$ cat src/inc/pdodt_pkg.sv
// Shared constants and carriers for the power-down and termination block.
package pdodt_pkg;

  // Register byte offsets on the APB bus.
  localparam logic [11:0] ADDR_MODE = 12'h000;
  localparam logic [11:0] ADDR_TIMING = 12'h004;
  localparam logic [11:0] ADDR_STATUS = 12'h008;

  // Reset values of the timing counts, in link clock cycles.
  localparam logic [7:0] TCPDED_RST = 8'h01;
  localparam logic [7:0] TXP_RST = 8'h03;
  localparam logic [15:0] TXPDLL_RST = 16'h000A;

  // Reset value of the mode register (termination off, slow exit).
  localparam logic [31:0] MODE_RST = 32'h0000_0000;

  // Termination latency is write latency less this amount.
  localparam logic [4:0] ODTL_SUB = 5'h02;

  // Mode register layout, mirroring the device mode register bits.
  typedef struct packed {
    logic [17:0] rsvd;        // Reads as zero.
    logic [3:0] al;           // Additive latency in cycles.
    logic [3:0] cwl;          // CAS write latency in cycles.
    logic [1:0] rtt_wr;       // Write termination select.
    logic [2:0] rtt_nom;      // Nominal termination select.
    logic dll_pd_fast;        // One keeps the DLL on in precharge power-down.
  } mode_t;

  // Timing register layout.
  typedef struct packed {
    logic [15:0] txpdll;      // Exit wait for DLL commands.
    logic [7:0] txp;          // Exit wait for other commands.
    logic [7:0] tcpded;       // Receiver switch-off delay.
  } timing_t;

  // Pins that arrive from the memory controller.
  typedef struct packed {
    logic ck;                 // Link clock level.
    logic rst_n;              // Device reset, active low.
    logic cke;                // Clock enable.
    logic odt;                // Termination request.
    logic cs_n;               // Chip select, active low.
    logic ras_n;              // Row strobe, active low.
    logic cas_n;              // Column strobe, active low.
    logic we_n;               // Write enable, active low.
  } pins_t;

  // Power-down state machine, one-hot.
  typedef enum logic [4:0] {
    ST_RESET = 5'h01,
    ST_IDLE = 5'h02,
    ST_PD_PEND = 5'h04,
    ST_PD_ACT = 5'h08,
    ST_PD_PRE = 5'h10
  } pd_state_t;

endpackage

$ cat src/core/pin_sync.sv
`timescale 1ns/1ps
// Three-stage synchroniser with a two-stage agreement filter per bit.
module pin_sync #(
  parameter int W = 8
) (
  // Clock and reset.
  input wire logic i_clk,
  input wire logic i_rst,
  // Asynchronous input and filtered output.
  input wire logic [W-1:0] i_d,
  output logic [W-1:0] o_q
);

  logic [W-1:0] s1_r;   // First stage, read only by the second.
  logic [W-1:0] s2_r;   // Second stage.
  logic [W-1:0] s3_r;   // Third stage.
  logic [W-1:0] q_r;    // Filtered value.
  logic [W-1:0] q_nxt;  // Next filtered value.

  // A bit changes only once the second and third stages agree.
  genvar gi;
  generate
    for (gi = 0; gi < W; gi++) begin : g_bit
      assign q_nxt[gi] = (s2_r[gi] == s3_r[gi]) ? s3_r[gi] : q_r[gi];
    end
  endgenerate

  // Register the chain and the filtered value.
  always_ff @(posedge i_clk or posedge i_rst) begin
    if (i_rst) begin
      s1_r <= '0;
      s2_r <= '0;
      s3_r <= '0;
      q_r <= '0;
    end else begin
      s1_r <= i_d;
      s2_r <= s1_r;
      s3_r <= s2_r;
      q_r <= q_nxt;
    end
  end

  assign o_q = q_r;

endmodule

$ cat src/core/odt_delay.sv
`timescale 1ns/1ps
// Delay line that moves one bit per link clock edge, with a selectable tap.
module odt_delay #(
  parameter int DEPTH = 32,
  parameter int IW = 5
) (
  // Clock and reset.
  input wire logic i_clk,
  input wire logic i_rst,
  // Step pulse, data in, tap select and delayed output.
  input wire logic i_step,
  input wire logic i_d,
  input wire logic [IW-1:0] i_tap,
  output logic o_q
);

  logic [DEPTH-1:0] sh_r;   // Sample history, newest in bit 0.
  logic [DEPTH-1:0] sh_nxt; // Next history.
  logic q_r;                // Selected tap, registered.
  logic q_nxt;              // Next tap value.

  // Shift on each link edge and pick the tap that matches the latency.
  always_comb begin
    sh_nxt = sh_r;
    if (i_step) begin
      sh_nxt = {sh_r[DEPTH-2:0], i_d};
    end
    q_nxt = sh_r[i_tap];
  end

  // Register the history and the tap.
  always_ff @(posedge i_clk or posedge i_rst) begin
    if (i_rst) begin
      sh_r <= '0;
      q_r <= 1'b0;
    end else begin
      sh_r <= sh_nxt;
      q_r <= q_nxt;
    end
  end

  assign o_q = q_r;

endmodule

$ cat src/core/pd_odt_ctrl.sv
// Contract
// Enter power-down on CKE low with NOP.
// Controller keeps CKE high during busy operations.
// Finish row operations before reduced-current power-down.
// Controller resets DLL if unlocked at entry.
// Open bank gives active, else precharge power-down.
// Buffers off; receivers off after tCPDED.
// A12 zero: DLL off, slow exit, tXPDLL.
// DLL on otherwise; fast exit after tXP.
// Controller holds CKE, RESET#, clock, ODT valid.
// RESET# low leaves power-down into reset.
// Controller holds CKE levels at least tCKE.
// Controller limits power-down to nine refresh intervals.
// Exit on CKE high with NOP; wait latency.
// Termination on x16 lines; off in self-refresh.
// Termination only with nonzero mode termination bits.
// ODT pin alone turns termination on/off.
// Synchronous timing while DLL on and locked.
// Controller disables termination in DLL-off mode.
// Termination follows ODT after write latency less two.
// Additive latency also delays internal termination.
// Controller keeps ODT high minimum time.
// Termination off while device drives reads.
// Controller treats minimum ODT high as 4/6.
// Frozen DLL uses undelayed asynchronous termination.
// Controller times exits with configurable counters.
//
// The register addresses and register access over APB were decided locally.
`timescale 1ns/1ps
module pd_odt_ctrl
  import pdodt_pkg::*;
#(
  parameter int DLY_DEPTH = 32
) (
  // Clock and reset.
  input wire logic I_CLOCK,
  input wire logic I_RST,
  // APB slave.
  input wire logic I_PSEL,
  input wire logic I_PENABLE,
  input wire logic I_PWRITE,
  input wire logic [11:0] I_PADDR,
  input wire logic [31:0] I_PWDATA,
  output logic [31:0] O_PRDATA,
  output logic O_PREADY,
  output logic O_PSLVERR,
  // Memory pins from the controller.
  input wire logic I_CK,
  input wire logic I_RESET_N,
  input wire logic I_CKE,
  input wire logic I_ODT,
  input wire logic I_CS_N,
  input wire logic I_RAS_N,
  input wire logic I_CAS_N,
  input wire logic I_WE_N,
  // Status from the rest of the device core.
  input wire logic I_BANKS_OPEN,
  input wire logic I_OP_BUSY,
  input wire logic I_DLL_LOCKED,
  input wire logic I_SELF_REFRESH,
  input wire logic I_READ_DRIVE,
  // Power-down and termination outputs.
  output logic O_IN_RESET,
  output logic O_PD_ACTIVE,
  output logic O_PD_PRECHARGE,
  output logic O_DLL_ON,
  output logic O_IO_BUF_EN,
  output logic O_CMD_RX_EN,
  output logic O_CMD_READY,
  output logic O_DLL_READY,
  output logic O_RTT_ON,
  output logic [2:0] O_RTT_NOM,
  output logic [1:0] O_RTT_WR
);

  pins_t pin_raw;         // Raw pin bundle.
  pins_t pin;             // Synchronised and filtered pins.
  logic ck_prev_r;        // Link clock level one cycle back.
  logic ck_prev_nxt;      // Next link clock history.
  logic ck_rise;          // One cycle at each link rising edge.
  logic nop_cmd;          // Bus carries NOP or deselect.

  mode_t mode_r;          // Mode register.
  mode_t mode_nxt;        // Next mode register.
  timing_t tim_r;         // Timing register.
  timing_t tim_nxt;       // Next timing register.
  logic [31:0] rdata_r;   // Read data, loaded in the setup phase.
  logic [31:0] rdata_nxt; // Next read data.
  logic [31:0] status;    // Live status word.
  logic acc_hit;          // Address matches a mapped register.

  pd_state_t state_r;     // Power-down state.
  pd_state_t state_nxt;   // Next power-down state.
  logic [7:0] cp_cnt_r;   // Receiver switch-off countdown.
  logic [7:0] cp_cnt_nxt; // Next countdown.
  logic [7:0] xp_cnt_r;   // Exit countdown for plain commands.
  logic [7:0] xp_cnt_nxt; // Next plain countdown.
  logic [15:0] xd_cnt_r;  // Exit countdown for DLL commands.
  logic [15:0] xd_cnt_nxt;// Next DLL countdown.
  logic pd_any;           // Any power-down state.
  logic dll_on;           // DLL running in this state.

  logic [4:0] lat_sum;    // Write latency sum.
  logic [4:0] tap;        // Termination latency tap.
  logic dly_odt;          // ODT delayed by the latency.
  logic rtt_en;           // Mode bits allow termination.
  logic odt_sync;         // Synchronous timing selected.
  logic odt_eff;          // ODT seen by the switch.
  logic rtt_r;            // Termination switch state.
  logic rtt_nxt;          // Next termination state.

  // Bundle the pins so they cross together.
  assign pin_raw = '{ck: I_CK, rst_n: I_RESET_N, cke: I_CKE, odt: I_ODT,
                     cs_n: I_CS_N, ras_n: I_RAS_N, cas_n: I_CAS_N, we_n: I_WE_N};

  // All pins come from outside this clock, so they cross with three flops.
  pin_sync #(
    .W($bits(pins_t))
  ) u_sync (
    .i_clk(I_CLOCK),
    .i_rst(I_RST),
    .i_d(pin_raw),
    .o_q(pin)
  );

  // Link clock edge finder and command decode.
  always_comb begin
    ck_prev_nxt = pin.ck;
    ck_rise = pin.ck & ~ck_prev_r;
    nop_cmd = pin.cs_n | (pin.ras_n & pin.cas_n & pin.we_n);
  end

  // Register the link clock history.
  always_ff @(posedge I_CLOCK or posedge I_RST) begin
    if (I_RST) begin
      ck_prev_r <= 1'b0;
    end else begin
      ck_prev_r <= ck_prev_nxt;
    end
  end

  // The APB answers at once; a read value is captured in the setup phase.
  always_comb begin
    mode_nxt = mode_r;
    tim_nxt = tim_r;
    rdata_nxt = rdata_r;
    acc_hit = (I_PADDR == ADDR_MODE) || (I_PADDR == ADDR_TIMING) || (I_PADDR == ADDR_STATUS);
    if (I_PSEL && !I_PENABLE) begin
      // Setup phase: prepare the read value.
      case (I_PADDR)
        ADDR_MODE: rdata_nxt = mode_r;
        ADDR_TIMING: rdata_nxt = tim_r;
        ADDR_STATUS: rdata_nxt = status;
        default: rdata_nxt = 32'h0000_0000;
      endcase
    end
    if (I_PSEL && I_PENABLE && I_PWRITE) begin
      // Access phase: the write takes effect; status is read-only.
      if (I_PADDR == ADDR_MODE) begin
        mode_nxt = I_PWDATA;
        mode_nxt.rsvd = '0;
      end else if (I_PADDR == ADDR_TIMING) begin
        tim_nxt = I_PWDATA;
      end
    end
  end

  // Register the software-visible state.
  always_ff @(posedge I_CLOCK or posedge I_RST) begin
    if (I_RST) begin
      mode_r <= MODE_RST;
      tim_r <= '{txpdll: TXPDLL_RST, txp: TXP_RST, tcpded: TCPDED_RST};
      rdata_r <= 32'h0000_0000;
    end else begin
      mode_r <= mode_nxt;
      tim_r <= tim_nxt;
      rdata_r <= rdata_nxt;
    end
  end

  // Bus answer: no wait states, error for an unmapped address.
  assign O_PREADY = 1'b1;
  assign O_PSLVERR = I_PSEL & I_PENABLE & ~acc_hit;
  assign O_PRDATA = rdata_r;

  // Status word: state, DLL, termination, receivers and exit readiness.
  assign status = {22'h00_0000, O_DLL_READY, O_CMD_READY, O_CMD_RX_EN, rtt_r, dll_on, state_r};

  // Power-down state machine; CKE entry and exit are sampled at link clock rising edges.
  always_comb begin
    state_nxt = state_r;
    cp_cnt_nxt = cp_cnt_r;
    xp_cnt_nxt = xp_cnt_r;
    xd_cnt_nxt = xd_cnt_r;
    // Exit countdowns run on every link edge until they reach zero.
    if (ck_rise && xp_cnt_r != 8'h00) begin
      xp_cnt_nxt = xp_cnt_r - 8'h01;
    end
    if (ck_rise && xd_cnt_r != 16'h0000) begin
      xd_cnt_nxt = xd_cnt_r - 16'h0001;
    end
    // The receiver countdown runs while powered down.
    if (ck_rise && pd_any && cp_cnt_r != 8'h00) begin
      cp_cnt_nxt = cp_cnt_r - 8'h01;
    end
    if (!pin.rst_n) begin
      // Reset pin low wins over every state, powered down or not.
      state_nxt = ST_RESET;
      xp_cnt_nxt = 8'h00;
      xd_cnt_nxt = 16'h0000;
    end else begin
      case (state_r)
        ST_RESET: begin
          // Reset released: back to normal operation.
          state_nxt = ST_IDLE;
        end
        ST_IDLE: begin
          // Entry when CKE is sampled low with NOP or deselect.
          if (ck_rise && !pin.cke && nop_cmd) begin
            state_nxt = ST_PD_PEND;
            cp_cnt_nxt = tim_r.tcpded;
          end
        end
        ST_PD_PEND: begin
          // Row operations in flight finish before the low-current state.
          if (ck_rise && pin.cke && nop_cmd) begin
            state_nxt = ST_IDLE;
            xp_cnt_nxt = tim_r.txp;
            xd_cnt_nxt = {8'h00, tim_r.txp};
          end else if (!I_OP_BUSY) begin
            // Any open bank decides active against precharge.
            state_nxt = I_BANKS_OPEN ? ST_PD_ACT : ST_PD_PRE;
          end
        end
        ST_PD_ACT: begin
          // Fast exit: the DLL stayed on.
          if (ck_rise && pin.cke && nop_cmd) begin
            state_nxt = ST_IDLE;
            xp_cnt_nxt = tim_r.txp;
            xd_cnt_nxt = {8'h00, tim_r.txp};
          end
        end
        ST_PD_PRE: begin
          // Slow exit when the DLL was frozen, fast otherwise.
          if (ck_rise && pin.cke && nop_cmd) begin
            state_nxt = ST_IDLE;
            xp_cnt_nxt = tim_r.txp;
            xd_cnt_nxt = mode_r.dll_pd_fast ? {8'h00, tim_r.txp} : tim_r.txpdll;
          end
        end
        default: begin
          state_nxt = ST_RESET;
        end
      endcase
    end
  end

  // Register the state machine and its counters.
  always_ff @(posedge I_CLOCK or posedge I_RST) begin
    if (I_RST) begin
      state_r <= ST_RESET;
      cp_cnt_r <= 8'h00;
      xp_cnt_r <= 8'h00;
      xd_cnt_r <= 16'h0000;
    end else begin
      state_r <= state_nxt;
      cp_cnt_r <= cp_cnt_nxt;
      xp_cnt_r <= xp_cnt_nxt;
      xd_cnt_r <= xd_cnt_nxt;
    end
  end

  // DLL is off in reset and frozen in precharge power-down with the slow-exit setting.
  always_comb begin
    pd_any = (state_r == ST_PD_PEND) || (state_r == ST_PD_ACT) || (state_r == ST_PD_PRE);
    dll_on = !((state_r == ST_PD_PRE) && !mode_r.dll_pd_fast) && (state_r != ST_RESET);
  end

  // Termination latency is write latency plus additive latency less two.
  always_comb begin
    lat_sum = {1'b0, mode_r.cwl} + {1'b0, mode_r.al};
    tap = (lat_sum >= ODTL_SUB) ? (lat_sum - ODTL_SUB) : 5'h00;
  end

  // ODT history, one step per link rising edge.
  odt_delay #(
    .DEPTH(DLY_DEPTH),
    .IW(5)
  ) u_odt_dly (
    .i_clk(I_CLOCK),
    .i_rst(I_RST),
    .i_step(ck_rise),
    .i_d(pin.odt),
    .i_tap(tap),
    .o_q(dly_odt)
  );

  // Termination switch: pin only, gated by mode, self-refresh and reads.
  always_comb begin
    rtt_en = (mode_r.rtt_nom != 3'h0) || (mode_r.rtt_wr != 2'h0);
    odt_sync = dll_on && I_DLL_LOCKED;
    // A frozen DLL bypasses the latency line.
    odt_eff = odt_sync ? dly_odt : pin.odt;
    rtt_nxt = rtt_en && odt_eff;
    if (I_SELF_REFRESH || state_r == ST_RESET) begin
      rtt_nxt = 1'b0;
    end
    if (I_READ_DRIVE) begin
      // Termination returns as soon as the device stops driving.
      rtt_nxt = 1'b0;
    end
  end

  // Register the termination switch.
  always_ff @(posedge I_CLOCK or posedge I_RST) begin
    if (I_RST) begin
      rtt_r <= 1'b0;
    end else begin
      rtt_r <= rtt_nxt;
    end
  end

  // Outputs drawn from the state machine, counters and registers.
  assign O_IN_RESET = (state_r == ST_RESET);
  assign O_PD_ACTIVE = (state_r == ST_PD_ACT);
  assign O_PD_PRECHARGE = (state_r == ST_PD_PRE);
  assign O_DLL_ON = dll_on;
  assign O_IO_BUF_EN = ~pd_any;
  assign O_CMD_RX_EN = ~(pd_any && cp_cnt_r == 8'h00);
  assign O_CMD_READY = (xp_cnt_r == 8'h00);
  assign O_DLL_READY = (xd_cnt_r == 16'h0000);
  // The same switch serves all upper and lower data, strobe and mask lines.
  assign O_RTT_ON = rtt_r;
  assign O_RTT_NOM = mode_r.rtt_nom;
  assign O_RTT_WR = mode_r.rtt_wr;

endmodule

$ cat config.mk
export PLATFORM = sky130hd
export DESIGN_NAME = pd_odt_ctrl
export DESIGN_NICKNAME = d
export VERILOG_FILES = /design/src/inc/pdodt_pkg.sv /design/src/core/pin_sync.sv /design/src/core/odt_delay.sv /design/src/core/pd_odt_ctrl.sv
export SDC_FILE = /design/constraint.sdc
export NUM_CORES = 1
export LEC_CHECK = 0
export BUFFER_PORTS_ARGS = -buffer_cell sky130_fd_sc_hd__buf_2
export CAP_MARGIN = 20
export CORE_UTILIZATION = 40
export CTS_CLUSTER_DIAMETER = 200
export DETAILED_ROUTE_END_ITERATION = 10
export SYNTH_ARGS = -nofsm -noshare
export SYNTH_HDL_FRONTEND = slang
export SYNTH_HIERARCHICAL = 1
export SYNTH_SLANG_ARGS = --single-unit
$ cat constraint.sdc
create_clock -name I_CLOCK -period 3.77 [get_ports I_CLOCK]
set_clock_uncertainty 0.05 [all_clocks]
set_input_delay 0.377 -clock I_CLOCK [delete_from_list [all_inputs] [get_ports I_CLOCK]]
set_output_delay 0.377 -clock I_CLOCK [all_outputs]
set_load 0.02 [all_outputs]
==> reports/qor.yml <==
outcome: "finished, final reports clean"
max-clock-path-buffers: 2
worstReg2RegStart: "mode_r[6]"
net-switching-power_w: 0.00184
areaGrowthSynthToFinish_pct: 16.9
critPathMaxFanout: 16
route.final.wire_length_um: 18800
most_numerous_cell_in_the_yosys_netlist: "sky130_fd_sc_hd__dfrtp_1"
power_internal_w: 0.00378
hold_viol: 0
initial_core_util_pct: 41.3
drt_pass1_iterations: 4
setup_viol: 0
report.final.slew_viol_count: 0
synth.yosys.seq_area_share_pct: 53.9
vias_in_the_first_global_route: 5706
pin_count_of_the_biggest_net_entering_global_routing: 93
worst_ep_arrival_time_ps: 3270
seq_area_sq_mm: 0.00456
number_of_cells_in_the_design_after_placement: 1061
cts-resized-gates: 0
clkPwrFrac_pct: 31.1
grt_setup_unrepaired: "false"
antenna_found_initial: 0
synthTopCellsByCount: "sky130_fd_sc_hd__dfrtp_1, sky130_fd_sc_hd__mux2_2, sky130_fd_sc_hd__nand2_1"
ys_warn_count: 6
grt.busiest_layer: "met2"
cells_taking_the_most_area_after_synthesis: "sky130_fd_sc_hd__dfrtp_1, sky130_fd_sc_hd__mux2_2, sky130_fd_sc_hd__mux2_1"
fp.dieW_um: 147
clk_latency_ps: 430
multi_input_comb_area_sq_mm: 0.00361
hold_path.startpoint: "I_PWDATA[27]"
initialDrtViolationCount: 272
setup.worst_path.start_class: "flip-flop"
critPathKind: "flip-flop to flip-flop"
drc: 0
ctsRootBufferMaster: "sky130_fd_sc_hd__clkbuf_16"
core_area_sq_mm: 0.0205
ant_nets: 0
die_y_um: 147
fillCellCount: 1908
cts_post_setup_buffers_inserted: 0
power.total_w: 0.00562
synthesis.instances: 715
cp_data_required_time_ps: 4030
layout.cells.non_filler: 1103
worstPathBufferInverterCount: 2
final_period_minus_worst_setup_slack_ps: 3010
routed-via-count: 5737
synthesis.nets: 787
minimum_setup_slack_among_reg_to_reg_paths_ps: 760
post_synth_instance_area_sq_mm: 0.00846
grt.total_usage_pct: 18.3
max_cap_viol_count: 0
max_freq_ghz: 0.333
layout-drive-gt1-share_pct: 26.8
worst_setup_path_end_kind: "flip-flop"
synth-edff-count: 0
num-nets-final: 891
met2_usage_pct: 29.2
net_sw_share_pct: 32.7
worstHoldPathType: "input pin to flip-flop"
worstMarginPinSlew_ps: 1010
final_core_utilization_pct: 48.2
yosys.area.top_type: "sky130_fd_sc_hd__dfrtp_1"
vias_per_cell: 5.20
power.density_cell_area_mw_per_mm2: 569
syn-mean-instance-area_sq_um: 11.8
family_with_the_most_delay_on_the_worst_path: "adder cells"
cts_buffers: 17
power.leakage_nw: 4.86
gr-total-overflow: 0
synth_top_cell_area_share_pct: 52.1
combinational_share_of_power_pct: 25.6
clk_pin_slew_worst_paths_ps: 70
clock_sinks: 182
clock_tree_from_tritoncts: "built"
dieArea_sq_mm: 0.0217
ys_ff_latch: 182
post_cts_hold_buffer_count: 9
synthArstFlopShare_pct: 100
timing.setup.tns_ps: 0
groute.layer.met1.usage_pct: 25.2
rows: 52
worstSetupStartpoint: "mode_r[6]"
hpwlAfterDp_um: 13300
synth_cell_type_count: 63
critical_path.max_stage_delay_ps: 390
fraction_of_power_consumed_by_sequential_logic_pct: 43.3
yosys_most_used_dff: "sky130_fd_sc_hd__dfrtp_1"
path_common_cell: "sky130_fd_sc_hd__ha_1"
relative_slew_margins_pct: 32.5
timing.critical_path.slowest_stage_cell: "sky130_fd_sc_hd__fa_1"
global_route_wire_length_before_repair_um: 30700
portBuffers: 108
h-tree-depth: 4
vdd_drop_max_v: 0.000337
route.detailed.wl_per_inst_um: 17.1
gpl.final_weighted_congestion: 0.791
final.period_utilization_pct: 79.8
path_cells: "ha_1 -> inv_1 -> fa_1 -> xor2_1 -> ha_1 -> nand3_1 -> and2_1 -> buf_4 -> mux2i_1 -> a22oi_1 -> nand4b_1 -> a21oi_1 -> a311o_1"
globalRouteMet3Util_pct: 4.69
pin_count: 110
[flip-flops by register name, summed over array words and instances (netlist names), 2 cells and up]
| signal | cells |
|---|---|
| cp_cnt_r | 8 |
| xp_cnt_r | 8 |
| u_sync/o_q | 8 |
| u_odt_dly/sh_r | 32 |
| O_RTT_NOM | 3 |
| xd_cnt_r | 16 |
| state_r | 5 |
| tim_r | 32 |
| mode_r | 9 |
| u_sync/s2_r | 8 |
| O_PRDATA | 32 |
| O_RTT_WR | 2 |
| u_sync/s1_r | 8 |
| u_sync/s3_r | 8 |
[logic make-up after synthesis]
| group | share of synthesized area (%) |
|---|---|
| flops | 53.9 |
| compound gates | 10.3 |
| simple gates | 11.3 |
| buf+inv | 3.43 |
| xor+xnor | 3.31 |
| fa+ha+maj | 2.63 |
| mux | 15.1 |
| other cells | 0.0443 |
[layout by cell type (no fill, tap or decap), types with 7 or more instances in the layout]
| cell | instances |
|---|---|
| sky130_fd_sc_hd__buf_2 | 108 |
| sky130_fd_sc_hd__nand2_1 | 41 |
| sky130_fd_sc_hd__nor3_1 | 19 |
| sky130_fd_sc_hd__xnor2_1 | 18 |
| sky130_fd_sc_hd__o21ai_0 | 19 |
| sky130_fd_sc_hd__o21ai_1 | 12 |
| sky130_fd_sc_hd__dlygate4sd3_1 | 9 |
| sky130_fd_sc_hd__inv_1 | 18 |
| sky130_fd_sc_hd__dfrtp_1 | 176 |
| sky130_fd_sc_hd__o2bb2ai_1 | 7 |
| sky130_fd_sc_hd__nor4_1 | 9 |
| sky130_fd_sc_hd__mux2_2 | 47 |
| sky130_fd_sc_hd__a21oi_1 | 28 |
| sky130_fd_sc_hd__mux2_1 | 36 |
| sky130_fd_sc_hd__buf_4 | 9 |
| sky130_fd_sc_hd__a211oi_1 | 13 |
| sky130_fd_sc_hd__mux2i_1 | 34 |
| sky130_fd_sc_hd__ha_1 | 9 |
| sky130_fd_sc_hd__maj3_2 | 8 |
| sky130_fd_sc_hd__nor2_1 | 36 |
| sky130_fd_sc_hd__xor2_1 | 14 |
| sky130_fd_sc_hd__clkbuf_16 | 17 |
| sky130_fd_sc_hd__nand3_1 | 18 |
| sky130_fd_sc_hd__a22o_1 | 20 |
[path summary, 6_finish.rpt]
path	end	cells past startpoint
setup / recovery	u_odt_dly/o_q	13
hold / removal	tim_r[27]	2
setup reg to reg	u_odt_dly/o_q	13
hold reg to reg	u_sync/s2_r[4]	0
max in group asynchronous	tim_r[17]	4
min in group asynchronous	O_RTT_WR[1]	3
[metrics by stage]
| stage | instance area, sq um | worst slack, ps | hold WS (ps) |
|---|---|---|---|
| floorplan | 8460 | 252 | 281 |
| global placement | 9220 | 926 | 282 |
| detailed placement | 9220 | 810 | 285 |
| CTS | 9880 | 772 | 91.2 |
| global route | 9880 | 538 | 87.4 |
| finish | 9880 | 763 | 105 |
[layout make-up]
| class | count | share of cell area, % |
|---|---|---|
| inverter | 20 | 0.785 |
| clock buffer | 17 | 4.30 |
| antenna | 1 | 0.0253 |
| sequential | 182 | 46.2 |
| tap | 270 | 3.42 |
| clock inverter | 15 | 1.48 |
| timing repair buffer | 127 | 7.27 |
| multi-input combinational | 471 | 36.6 |
[metal layers]
metal	share of wire (%)	wire [um]
met1	48	9020
met2	47	8850
met3	4.5	857
met4	0.62	116
met5	0	0
[worst register-to-register path: stages (launching register included)]
cell and delay [ps]:
sky130_fd_sc_hd__dfrtp_1 380, sky130_fd_sc_hd__ha_1 180, sky130_fd_sc_hd__inv_1 60, sky130_fd_sc_hd__fa_1 390
sky130_fd_sc_hd__xor2_1 270, sky130_fd_sc_hd__ha_1 270, sky130_fd_sc_hd__nand3_1 120, sky130_fd_sc_hd__and2_1 190
sky130_fd_sc_hd__buf_4 210, sky130_fd_sc_hd__mux2i_1 180, sky130_fd_sc_hd__a22oi_1 100, sky130_fd_sc_hd__nand4b_1 100
sky130_fd_sc_hd__a21oi_1 60, sky130_fd_sc_hd__a311o_1 340
[power by group through the flow]
stage	registers (W)	logic, W	clock network (W)
6_report	0.00243	0.00144	0.00175
5_1_grt	0.00247	0.00160	0.00187
4_1_cts	0.00244	0.00145	0.00179
3_5_place_dp	0.00246	0.00143	0
3_3_place_gp	0.00246	0.00141	0
2_1_floorplan	0.00239	0.00115	0
(Power assumes the default switching activity.)
